<file path="config.mk">
export PLATFORM = sky130hd
export DESIGN_NAME = mfp_pin
export DESIGN_NICKNAME = d
export VERILOG_FILES = /design/src/mfp_pkg.sv /design/src/mfp_fifo.sv /design/src/mfp_pin.sv
export VERILOG_INCLUDE_DIRS = /design/src
export SDC_FILE = /design/constraint.sdc
export NUM_CORES = 1
export LEC_CHECK = 0
export ABC_AREA = 1
export BUFFER_PORTS_ARGS = -buffer_cell sky130_fd_sc_hd__buf_2
export CAP_MARGIN = 20
export CORE_AREA = 8 8 177 137
export DETAILED_ROUTE_END_ITERATION = 16
export DIE_AREA = 0 0 185 145
export GPL_TIMING_DRIVEN = 0
export PLACE_DENSITY_LB_ADDON = 0.3
export REMOVE_ABC_BUFFERS = 1
export SYNTH_ARGS = -nofsm -noshare
export SYNTH_HDL_FRONTEND = slang
export SYNTH_SLANG_ARGS = --single-unit
</file>
<file path="constraint.sdc">
create_clock -name clock -period 6.1 [get_ports clock]
set_clock_uncertainty 0.1 [all_clocks]
set_input_delay 0.305 -clock clock [delete_from_list [all_inputs] [get_ports clock]]
set_output_delay 0.305 -clock clock [all_outputs]
set_load 0.02 [all_outputs]
</file>
<file path="src/mfp_regs.svh">
`ifndef MFP_REGS_SVH
`define MFP_REGS_SVH

// register byte offsets
`define MFP_CTRL_OFFSET      8'h00
`define MFP_STAT_OFFSET      8'h04

// control register fields
`define MFP_CTRL_BUS_EN_BIT  0
`define MFP_CTRL_MODE_LSB    1
`define MFP_CTRL_DROP_BIT    3
`define MFP_CTRL_DIV_LSB     8
`define MFP_CTRL_RESET       32'h0000_0400
`define MFP_DIV_RESET        8'h04

// status register fields
`define MFP_STAT_OVF_BIT     0
`define MFP_STAT_EMPTY_BIT   1
`define MFP_STAT_ROLE_LSB    4
`define MFP_STAT_LAST_LSB    8

// bus responses
`define MFP_RESP_OKAY        2'b00
`define MFP_RESP_SLVERR      2'b10

// synchroniser lanes
`define MFP_SYNC_WIDTH       11
`define MFP_IN_POS           0
`define MFP_IN_BUSCLK        1
`define MFP_IN_SPCLK         2
`define MFP_IN_NEG           3
`define MFP_IN_REST_LSB      4

`endif
</file>
<file path="src/mfp_pkg.sv">
`include "mfp_regs.svh"

package mfp_pkg;

  typedef enum logic [1:0] {
    MFP_MODE_NONE   = 2'b00,
    MFP_MODE_HDLC   = 2'b01,
    MFP_MODE_MAPPER = 2'b10,
    MFP_MODE_SPARE  = 2'b11
  } mfp_mode_t;

  typedef enum logic [2:0] {
    MFP_ROLE_IDLE      = 3'b000,
    MFP_ROLE_ADD_BUS   = 3'b001,
    MFP_ROLE_HDLC      = 3'b010,
    MFP_ROLE_SLOW_ADD  = 3'b011,
    MFP_ROLE_SLOW_DROP = 3'b100
  } mfp_role_t;

  typedef struct packed {
    logic [2:0][`MFP_SYNC_WIDTH-1:0] sync;
    logic [`MFP_SYNC_WIDTH-1:0]      filt;
    logic                            bus_en;
    mfp_mode_t                       mode;
    logic                            drop;
    logic [7:0]                      div;
    logic                            ovf;
    logic [7:0]                      last;
    logic [7:0]                      div_cnt;
    logic                            gen_clk;
    logic                            hdlc_clk;
    logic                            sp_clk;
    logic                            sp_clk_oe_b;
    logic                            pos_out;
    logic                            neg_out;
    logic                            data_oe_b;
    logic                            aw_held;
    logic [7:0]                      aw_addr;
    logic                            w_held;
    logic [31:0]                     w_data;
    logic [3:0]                      w_strb;
    logic                            bvalid;
    logic [1:0]                      bresp;
    logic                            rvalid;
    logic [31:0]                     rdata;
    logic [1:0]                      rresp;
  } mfp_state_t;

endpackage

</file>
<file path="src/mfp_fifo.sv">
module mfp_fifo #(
  parameter int WIDTH = 8,
  parameter int DEPTH = 4
) (
  input  wire logic             clock,
  input  wire logic             rst_b,
  input  wire logic             in_valid,
  output logic                  in_ready,
  input  wire logic [WIDTH-1:0] in_data,
  output logic                  out_valid,
  input  wire logic             out_ready,
  output logic      [WIDTH-1:0] out_data
);

  localparam int PW = $clog2(DEPTH);
  localparam int CW = $clog2(DEPTH + 1);

  typedef struct packed {
    logic [DEPTH-1:0][WIDTH-1:0] mem;
    logic [PW-1:0]               wptr;
    logic [PW-1:0]               rptr;
    logic [CW-1:0]               count;
  } fifo_state_t;

  fifo_state_t s;
  fifo_state_t next_s;
  logic        push;
  logic        pop;

  // honest flags straight from the occupancy count
  assign in_ready  = (s.count != CW'(DEPTH));
  assign out_valid = (s.count != '0);
  assign out_data  = s.mem[s.rptr];

  // pointer and occupancy update
  always_comb begin
    next_s = s;
    push   = in_valid & in_ready;
    pop    = out_valid & out_ready;
    if (push) begin
      next_s.mem[s.wptr] = in_data;
      next_s.wptr = (s.wptr == PW'(DEPTH - 1)) ? '0 : s.wptr + PW'(1);
    end
    if (pop) begin
      next_s.rptr = (s.rptr == PW'(DEPTH - 1)) ? '0 : s.rptr + PW'(1);
    end
    if (push && !pop) begin
      next_s.count = s.count + CW'(1);
    end else if (pop && !push) begin
      next_s.count = s.count - CW'(1);
    end
  end

  always_ff @(posedge clock or negedge rst_b) begin
    if (!rst_b) begin
      s <= '0;
    end else begin
      s <= next_s;
    end
  end

endmodule

</file>
<file path="src/mfp_pin.sv">
// offsets, field positions and reset values
//
// Chosen here: the placing of the registers and register access over AXI4-Lite.
`include "mfp_regs.svh"

module mfp_pin #(
  parameter int FIFO_DEPTH = 4
) (
  input  wire logic        clock,
  input  wire logic        rst_b,
  input  wire logic [7:0]  s_axi_awaddr,
  input  wire logic        s_axi_awvalid,
  output logic             s_axi_awready,
  input  wire logic [31:0] s_axi_wdata,
  input  wire logic [3:0]  s_axi_wstrb,
  input  wire logic        s_axi_wvalid,
  output logic             s_axi_wready,
  output logic [1:0]       s_axi_bresp,
  output logic             s_axi_bvalid,
  input  wire logic        s_axi_bready,
  input  wire logic [7:0]  s_axi_araddr,
  input  wire logic        s_axi_arvalid,
  output logic             s_axi_arready,
  output logic [31:0]      s_axi_rdata,
  output logic [1:0]       s_axi_rresp,
  output logic             s_axi_rvalid,
  input  wire logic        s_axi_rready,
  input  wire logic        shared_bit3_in,
  output logic             shared_bit3_out,
  output logic             shared_bit3_oe_b,
  input  wire logic [6:0]  other_bits_in,
  input  wire logic        add_bus_ch1_clock,
  input  wire logic        slow_port_negative_data_in,
  output logic             slow_port_negative_data_out,
  output logic             slow_port_negative_data_oe_b,
  input  wire logic        slow_port_clock_in,
  output logic             slow_port_clock_out,
  output logic             slow_port_clock_oe_b,
  output logic             hdlc_tx_ch1_clock_out,
  input  wire logic        drop_valid,
  output logic             drop_ready,
  input  wire logic        drop_pos,
  input  wire logic        drop_neg,
  output logic             word_valid,
  input  wire logic        word_ready,
  output logic [7:0]       word_data
);

  mfp_pkg::mfp_state_t s;
  mfp_pkg::mfp_state_t next_s;
  mfp_pkg::mfp_role_t  role;

  logic                       rst_meta_b;
  logic                       rst_sync_b;
  logic [`MFP_SYNC_WIDTH-1:0] raw_in;
  logic                       busclk_fall;
  logic                       spclk_rise;
  logic [7:0]                 samp_byte;
  logic [7:0]                 eff_div;
  logic                       tick;
  logic                       fifo_in_valid;
  logic                       fifo_in_ready;
  logic [7:0]                 fifo_in_data;
  logic                       fifo_empty;
  logic [31:0]                ctrl_word;
  logic [31:0]                stat_word;
  logic [31:0]                merged;

  // reset is applied asynchronously but is released only after two edges
  always_ff @(posedge clock or negedge rst_b) begin
    if (!rst_b) begin
      rst_meta_b <= 1'b0;
      rst_sync_b <= 1'b0;
    end else begin
      rst_meta_b <= 1'b1;
      rst_sync_b <= rst_meta_b;
    end
  end

  // every pin that crosses into this clock, one lane each
  assign raw_in = {other_bits_in,
                   slow_port_negative_data_in,
                   slow_port_clock_in,
                   add_bus_ch1_clock,
                   shared_bit3_in};

  // handshake outputs stay combinational for zero-wait acceptance
  assign s_axi_awready = ~s.aw_held & ~s.bvalid;
  assign s_axi_wready  = ~s.w_held & ~s.bvalid;
  assign s_axi_arready = ~s.rvalid;
  assign s_axi_bvalid  = s.bvalid;
  assign s_axi_bresp   = s.bresp;
  assign s_axi_rvalid  = s.rvalid;
  assign s_axi_rdata   = s.rdata;
  assign s_axi_rresp   = s.rresp;

  // pin-facing outputs all come from the state register
  assign shared_bit3_out              = s.pos_out;
  assign shared_bit3_oe_b             = s.data_oe_b;
  assign slow_port_negative_data_out  = s.neg_out;
  assign slow_port_negative_data_oe_b = s.data_oe_b;
  assign slow_port_clock_out          = s.sp_clk;
  assign slow_port_clock_oe_b         = s.sp_clk_oe_b;
  assign hdlc_tx_ch1_clock_out        = s.hdlc_clk;

  // add bus wins over the device mode; an unused mode code idles the pin
  // the reserved mode code behaves like no mode at all, so a bad write drives nothing
  always_comb begin
    if (s.bus_en) begin
      role = mfp_pkg::MFP_ROLE_ADD_BUS;
    end else begin
      case (s.mode)
        mfp_pkg::MFP_MODE_HDLC: begin
          role = mfp_pkg::MFP_ROLE_HDLC;
        end
        mfp_pkg::MFP_MODE_MAPPER: begin
          role = s.drop ? mfp_pkg::MFP_ROLE_SLOW_DROP : mfp_pkg::MFP_ROLE_SLOW_ADD;
        end
        default: begin
          role = mfp_pkg::MFP_ROLE_IDLE;
        end
      endcase
    end
  end

  // register views for the bus
  always_comb begin
    ctrl_word = 32'h0000_0000;
    ctrl_word[`MFP_CTRL_BUS_EN_BIT] = s.bus_en;
    ctrl_word[`MFP_CTRL_MODE_LSB +: 2] = s.mode;
    ctrl_word[`MFP_CTRL_DROP_BIT] = s.drop;
    ctrl_word[`MFP_CTRL_DIV_LSB +: 8] = s.div;
    stat_word = 32'h0000_0000;
    stat_word[`MFP_STAT_OVF_BIT] = s.ovf;
    stat_word[`MFP_STAT_EMPTY_BIT] = fifo_empty;
    stat_word[`MFP_STAT_ROLE_LSB +: 3] = role;
    stat_word[`MFP_STAT_LAST_LSB +: 8] = s.last;
  end

  // all next-state logic of the block
  always_comb begin
    next_s        = s;
    fifo_in_valid = 1'b0;
    fifo_in_data  = 8'h00;
    drop_ready    = 1'b0;
    merged        = ctrl_word;
    tick          = 1'b0;

    // three-stage synchronisers; a level counts once stages two and three agree
    // the agree test costs a cycle of latency but rejects a one-cycle glitch on a pin
    next_s.sync[0] = raw_in;
    next_s.sync[1] = s.sync[0];
    next_s.sync[2] = s.sync[1];
    for (int i = 0; i < `MFP_SYNC_WIDTH; i++) begin
      if (s.sync[1][i] == s.sync[2][i]) begin
        next_s.filt[i] = s.sync[2][i];
      end
    end
    busclk_fall = s.filt[`MFP_IN_BUSCLK] & ~next_s.filt[`MFP_IN_BUSCLK];
    spclk_rise  = ~s.filt[`MFP_IN_SPCLK] & next_s.filt[`MFP_IN_SPCLK];

    // data lanes travel the same depth as the clock lanes, so they line up
    samp_byte = {next_s.filt[`MFP_IN_REST_LSB + 6],
                 next_s.filt[`MFP_IN_REST_LSB + 5],
                 next_s.filt[`MFP_IN_REST_LSB + 4],
                 next_s.filt[`MFP_IN_REST_LSB + 3],
                 next_s.filt[`MFP_IN_POS],
                 next_s.filt[`MFP_IN_REST_LSB + 2],
                 next_s.filt[`MFP_IN_REST_LSB + 1],
                 next_s.filt[`MFP_IN_REST_LSB]};

    // a zero divider would stop the clock, so it acts as one
    // limitation: the HDLC byte is read some three cycles after the source moves it,
    // so a divider below two can take a byte before it has settled
    eff_div = (s.div == 8'h00) ? 8'h01 : s.div;

    // write path: address and data may arrive in either order
    if (s_axi_awvalid && s_axi_awready) begin
      next_s.aw_held = 1'b1;
      next_s.aw_addr = s_axi_awaddr;
    end
    if (s_axi_wvalid && s_axi_wready) begin
      next_s.w_held = 1'b1;
      next_s.w_data = s_axi_wdata;
      next_s.w_strb = s_axi_wstrb;
    end
    if (s.aw_held && s.w_held && !s.bvalid) begin
      next_s.aw_held = 1'b0;
      next_s.w_held  = 1'b0;
      next_s.bvalid  = 1'b1;
      next_s.bresp   = `MFP_RESP_OKAY;
      for (int b = 0; b < 4; b++) begin
        if (s.w_strb[b]) begin
          merged[8*b +: 8] = s.w_data[8*b +: 8];
        end
      end
      if ({s.aw_addr[7:2], 2'b00} == `MFP_CTRL_OFFSET) begin
        next_s.bus_en = merged[`MFP_CTRL_BUS_EN_BIT];
        next_s.mode   = mfp_pkg::mfp_mode_t'(merged[`MFP_CTRL_MODE_LSB +: 2]);
        next_s.drop   = merged[`MFP_CTRL_DROP_BIT];
        next_s.div    = merged[`MFP_CTRL_DIV_LSB +: 8];
      end else if ({s.aw_addr[7:2], 2'b00} == `MFP_STAT_OFFSET) begin
        if (s.w_strb[0] && s.w_data[`MFP_STAT_OVF_BIT]) begin
          next_s.ovf = 1'b0; // write one to clear
        end
      end else begin
        // unmapped words answer with an error and change nothing
        next_s.bresp = `MFP_RESP_SLVERR;
      end
    end
    if (s.bvalid && s_axi_bready) begin
      next_s.bvalid = 1'b0;
    end

    // read path answers one cycle after the address is taken
    // reads have no side effects, so status may be polled as often as wanted
    if (s_axi_arvalid && s_axi_arready) begin
      next_s.rvalid = 1'b1;
      next_s.rresp  = `MFP_RESP_OKAY;
      if ({s_axi_araddr[7:2], 2'b00} == `MFP_CTRL_OFFSET) begin
        next_s.rdata = ctrl_word;
      end else if ({s_axi_araddr[7:2], 2'b00} == `MFP_STAT_OFFSET) begin
        next_s.rdata = stat_word;
      end else begin
        next_s.rdata = 32'h0000_0000;
        next_s.rresp = `MFP_RESP_SLVERR;
      end
    end
    if (s.rvalid && s_axi_rready) begin
      next_s.rvalid = 1'b0;
    end

    // per-role data movement
    // roles that follow an outside clock park the divider, so a switch begins with a full low phase
    case (role)
      mfp_pkg::MFP_ROLE_ADD_BUS: begin
        next_s.gen_clk = 1'b0;
        next_s.div_cnt = 8'h00;
        if (busclk_fall) begin
          fifo_in_valid = 1'b1;
          fifo_in_data  = samp_byte;
        end
      end
      mfp_pkg::MFP_ROLE_SLOW_ADD: begin
        next_s.gen_clk = 1'b0;
        next_s.div_cnt = 8'h00;
        if (spclk_rise) begin
          fifo_in_valid = 1'b1;
          fifo_in_data  = {6'h00, next_s.filt[`MFP_IN_NEG], next_s.filt[`MFP_IN_POS]};
        end
      end
      mfp_pkg::MFP_ROLE_HDLC, mfp_pkg::MFP_ROLE_SLOW_DROP: begin
        tick = (s.div_cnt >= eff_div - 8'h01);
        if (!tick) begin
          next_s.div_cnt = s.div_cnt + 8'h01;
        end else if (!s.gen_clk) begin
          // a full buffer holds the HDLC clock low, stalling the source
          if (role == mfp_pkg::MFP_ROLE_SLOW_DROP || fifo_in_ready) begin
            next_s.gen_clk = 1'b1;
            next_s.div_cnt = 8'h00;
            if (role == mfp_pkg::MFP_ROLE_HDLC) begin
              fifo_in_valid = 1'b1;
              fifo_in_data  = samp_byte;
            end
          end
        end else begin
          next_s.gen_clk = 1'b0;
          next_s.div_cnt = 8'h00;
          if (role == mfp_pkg::MFP_ROLE_SLOW_DROP) begin
            // an empty channel sends zeros rather than holding stale data
            drop_ready     = 1'b1;
            next_s.pos_out = drop_valid & drop_pos;
            next_s.neg_out = drop_valid & drop_neg;
          end
        end
      end
      default: begin
        next_s.gen_clk = 1'b0;
        next_s.div_cnt = 8'h00;
      end
    endcase

    // clock and pin drivers follow the role
    next_s.hdlc_clk    = next_s.gen_clk & (role == mfp_pkg::MFP_ROLE_HDLC);
    next_s.sp_clk      = next_s.gen_clk & (role == mfp_pkg::MFP_ROLE_SLOW_DROP);
    next_s.sp_clk_oe_b = (role != mfp_pkg::MFP_ROLE_SLOW_DROP);
    next_s.data_oe_b   = (role != mfp_pkg::MFP_ROLE_SLOW_DROP);
    if (role != mfp_pkg::MFP_ROLE_SLOW_DROP) begin
      next_s.pos_out = 1'b0;
      next_s.neg_out = 1'b0;
    end

    // pin sources cannot be paused, so a lost sample is flagged; set beats clear
    if (fifo_in_valid) begin
      if (fifo_in_ready) begin
        next_s.last = fifo_in_data;
      end else begin
        next_s.ovf = 1'b1;
      end
    end
  end

  // single state register
  // enables leave reset high, so no shared pin is driven before software picks a role
  always_ff @(posedge clock or negedge rst_sync_b) begin
    if (!rst_sync_b) begin
      s             <= '0;
      s.div         <= `MFP_DIV_RESET;
      s.sp_clk_oe_b <= 1'b1;
      s.data_oe_b   <= 1'b1;
    end else begin
      s <= next_s;
    end
  end

  // sampled words wait here for the ingress side
  // depth sets how long the ingress side may stall before pin samples are lost or the HDLC clock is held low
  mfp_fifo #(
    .WIDTH (8),
    .DEPTH (FIFO_DEPTH)
  ) u_fifo (
    .clock     (clock),
    .rst_b     (rst_sync_b),
    .in_valid  (fifo_in_valid),
    .in_ready  (fifo_in_ready),
    .in_data   (fifo_in_data),
    .out_valid (word_valid),
    .out_ready (word_ready),
    .out_data  (word_data)
  );

  assign fifo_empty = ~word_valid;

endmodule

</file>
==> results.ini <==
[yosys]
synth_top_family_by_area = simple AND/OR/NAND/NOR gates
synth_xor_area_share_pct = 1.07
synth_compound_area_share_pct = 6.64
synthAdderAreaFrac_pct = 4.71
netlist_area_sq_um = 7330
synth-seq-cells = 161
synth.area.mux_share_pct = 2.76
synth-simple-area-share_pct = 20.8
synth_warnings = 0
ys_seq_area_share_pct = 55.0
syn_avg_cell_area_sq_um = 9.64
syn_inst = 761
synth_cell_type_count = 41

[critical_path]
cp.arrival_ns = 5.35
cp_max_fo = 38
cpPeakStageDelay_ns = 0.56
end_kind = flop
worstPathRequired_ns = 6.32
slowest_stage = dfstp_2
reg2reg_depth = 22
path_depth = 22
crit_family = simple AND/OR/NAND/NOR gates
reg2reg_from = ctrl_word[10]$_DFFE_PN1P_
crit_start = ctrl_word[10]$_DFFE_PN1P_
endpoint = u_fifo.s[1]$_DFFE_PN0P_
r2r_setup_slack_ns = 0.97
crit_top_cell = nand2_1
start_kind = flop
crit_chain = inv_1 > nand2_1 > nor2_1 > nand3_1 > nor2_1 > nor2_1 > ha_1 > nand3_1 > xor2_1 > inv_1 > ha_1 > a21oi_1 > o21a_1 > nand2_1 > nand2_1 > nand3_4 > nand2_1 > inv_2 > ha_1 > inv_1 > fa_1 > mux2_2
crit_buf_inv = 4
reg2reg_to = u_fifo.s[1]$_DFFE_PN0P_
crit_type = flop to flop

[detailed_routing]
viasPerCell = 4.61
firstDrtPassIters = 7
routed_wl_um = 17200
num_vias = 5328
drcViolationCount = 0
ant_nets = 0
drt-initial-drc-count = 376
wl_per_cell_um = 14.9

[power_and_ir_drop]
finalPower_mw = 3.46
pwr-share-clk_pct = 30.8
ir_drop_uv = 285
power_frac_comb_pct = 26.5
intPower_mw = 2.26
switchingPower_mw = 1.19
power_frac_seq_pct = 42.7
p_per_area_nw_per_um2 = 397
cellLeakagePower_nw = 4.25
switching_share_pct = 34.5

[run_status]
status = completed

[grt]
grt_pass1_vias = 5331
grt_max_degree = 68
antenna_found_initial = 0
track_usage_pct = 13.4
grt_pass1_wl_um = 28500
overflow = 0

[cells_and_area]
final_cell_area_sq_um = 8710
nets = 944
syn_to_final_growth_pct = 18.7
final_cells = 1156
drive_gt1_share_pct = 19.0
antenna_cells = 0
num-fill-cells = 2162

[floorplanning]
rows = 47
io_pins = 132
die_x_um = 185
die_y_um = 145
core_sq_um = 21500
initial_core_util_pct = 34.1
die-area_sq_um = 26800

[clock_network]
clock_path_buffers = 2
cts_htree_levels = 4
cts.sinks = 161
post_cts_buffers = 0
cts_tree = built
clock-root-buffer = clkbuf_16
cts_hold_buf = 27
cts.clk_slew.worst_paths_ns = 0.07
cts_buffers = 17
clk_latency_ns = 0.44
cts_resized = 0

[min_path]
hold_class = primary input to flop
min-delay-start = s_axi_wdata[11]

[run]
cap_violations = 0

[timing]
maxSlewHeadroom_pct = 40.2
rsz0062_at_grt = false
slew_violations = 0
max_freq_mhz = 195
tns_ns = 0
setup_viol_count_final = 0
report.final.hold_viol_count = 0
tightestPinTransition_ns = 0.898
layout_min_cycle_time_ns = 5.13
min_period_over_period_pct = 84.1

[placed_design]
dpl.cell_count = 1099
io_buffer_count = 86
gp_congestion = 0.810
post_dp_cell_area_sq_um = 7850
hpwl_um = 12100

## synthesized netlist by cell type, drive strengths merged
master  number  area share (%)
a32o         2            0.27
nand2      186             9.8
nor3         4            0.27
buf         58             5.7
xnor2        3            0.36
o221ai       1            0.12
o22ai        8            0.68
mux2        18             2.8
fa           1            0.27
dfstp        2            0.72
nor4         1            0.29
xor2         6            0.72
or2          3            0.26
o32ai        1            0.12
nand3       45             3.7
clkbuf       6            0.31
o21a         1            0.10
o21ai       48             3.3
conb         2            0.10
maj3        10             1.4
a21oi       16             1.1
inv         55             2.9
nand4       41             3.5
dfrtp      159              54
nor2        56             3.0
clkinv       1           0.051
ha          18             3.1
o211ai       9            0.92
## worst min-delay path by stage
stage,endpoint,slack (ns),depth (start not counted)
final,s[53]$_DFFE_PN0P_,0.01,2
after global routing,s[44]$_DFFE_PN0P_,0.0001,2
after CTS,s[53]$_DFFE_PN0P_,0.0005,2
after detailed placement,rst_meta_b$_DFF_PN0_,-0.007,1
after global placement,rst_meta_b$_DFF_PN0_,-0.008,1
after floorplan,rst_meta_b$_DFF_PN0_,-0.09,0
## kinds of logic after synthesis
family	Yosys count
AO/OA/AOI/OAI	86
other	2
XOR/XNOR	9
multiplexers	18
adder cells (fa/ha/maj)	29
buffers and inverters	120
AND/OR/NAND/NOR	336
flip-flops	161
## power by group through the flow
| stage | sequential (mW) | combinational, mW | clock, mW |
|---|---|---|---|
| floorplan | 1.46 | 0.624 | 0 |
| global placement | 1.50 | 0.860 | 0 |
| detailed placement | 1.49 | 0.908 | 0 |
| CTS | 1.48 | 0.925 | 1.09 |
| global route | 1.51 | 1.03 | 1.14 |
| finish | 1.48 | 0.916 | 1.06 |
## routing by layer
metal	routed length (um)	track usage [%]	vias to the layer above	part of all wire, %
met1	8810	19.5	2518	51
li1	-	-	2650	-
met5	0	0	-	0
met4	230	4.35	0	1.3
met2	7150	18.9	142	42
met3	1000	3.42	18	5.8
## worst reg2reg max path: cells and delay by family (launching register included)
family,cells,cell delay [ns]
mux,1,0.27
simple gates,10,2.10
flops,1,0.56
buf+inv,4,0.46
compound gates,2,0.29
xor+xnor,1,0.16
fa+ha+maj,4,1.09
## state kept, by name, summed over array words and instances (netlist names)
signal	count
s_axi_bresp	1
slow_port_negative_data_out	1
slow_port_clock_out	1
s_axi_bvalid	1
next_s	22
hdlc_tx_ch1_clock_out	1
shared_bit3_out	1
s	62
s_axi_rvalid	1
shared_bit3_oe_b	1
s_axi_rresp	1
u_fifo.s	39
ctrl_word	12
s_axi_rdata	15
rst_sync_b	1
rst_meta_b	1
## layout make-up
class | count | area, sq um | share of cell area (%)
multi-input combinational | 498 | 2720 | 31.2
timing repair buffer | 117 | 787 | 9.04
clock inverter | 10 | 128 | 1.47
tap | 294 | 368 | 4.23
inverter | 56 | 215 | 2.47
sequential | 161 | 4040 | 46.3
clock buffer | 20 | 457 | 5.25
## placed cells by master, fill, tap and decap left out, drive strengths merged, types with 8 or more instances in the layout
cell / netlist / routed
buf: 58 / 90
clkbuf: 6 / 20
dlygate4sd3: 0 / 27
maj3: 10 / 10
nand3: 45 / 45
mux2: 18 / 18
conb: 2 / 20
o211ai: 9 / 9
o21ai: 48 / 48
nand2: 186 / 186
inv: 55 / 58
nand4: 41 / 41
o22ai: 8 / 8
ha: 18 / 18
nor2: 56 / 56
dfrtp: 159 / 159
a21oi: 16 / 16
## stage by stage
stage               util [%]  hold slack, ns  worst slack (ns)
floorplan                  -         -0.0906              1.19
global placement        36.1        -0.00792            -0.827
detailed placement      36.5        -0.00745              1.01
CTS                     40.4        0.000549             0.978
global route            40.4        0.000113             0.401
finish                  40.4          0.0110             0.967
Note: power is estimated with default switching activity, not from simulation.
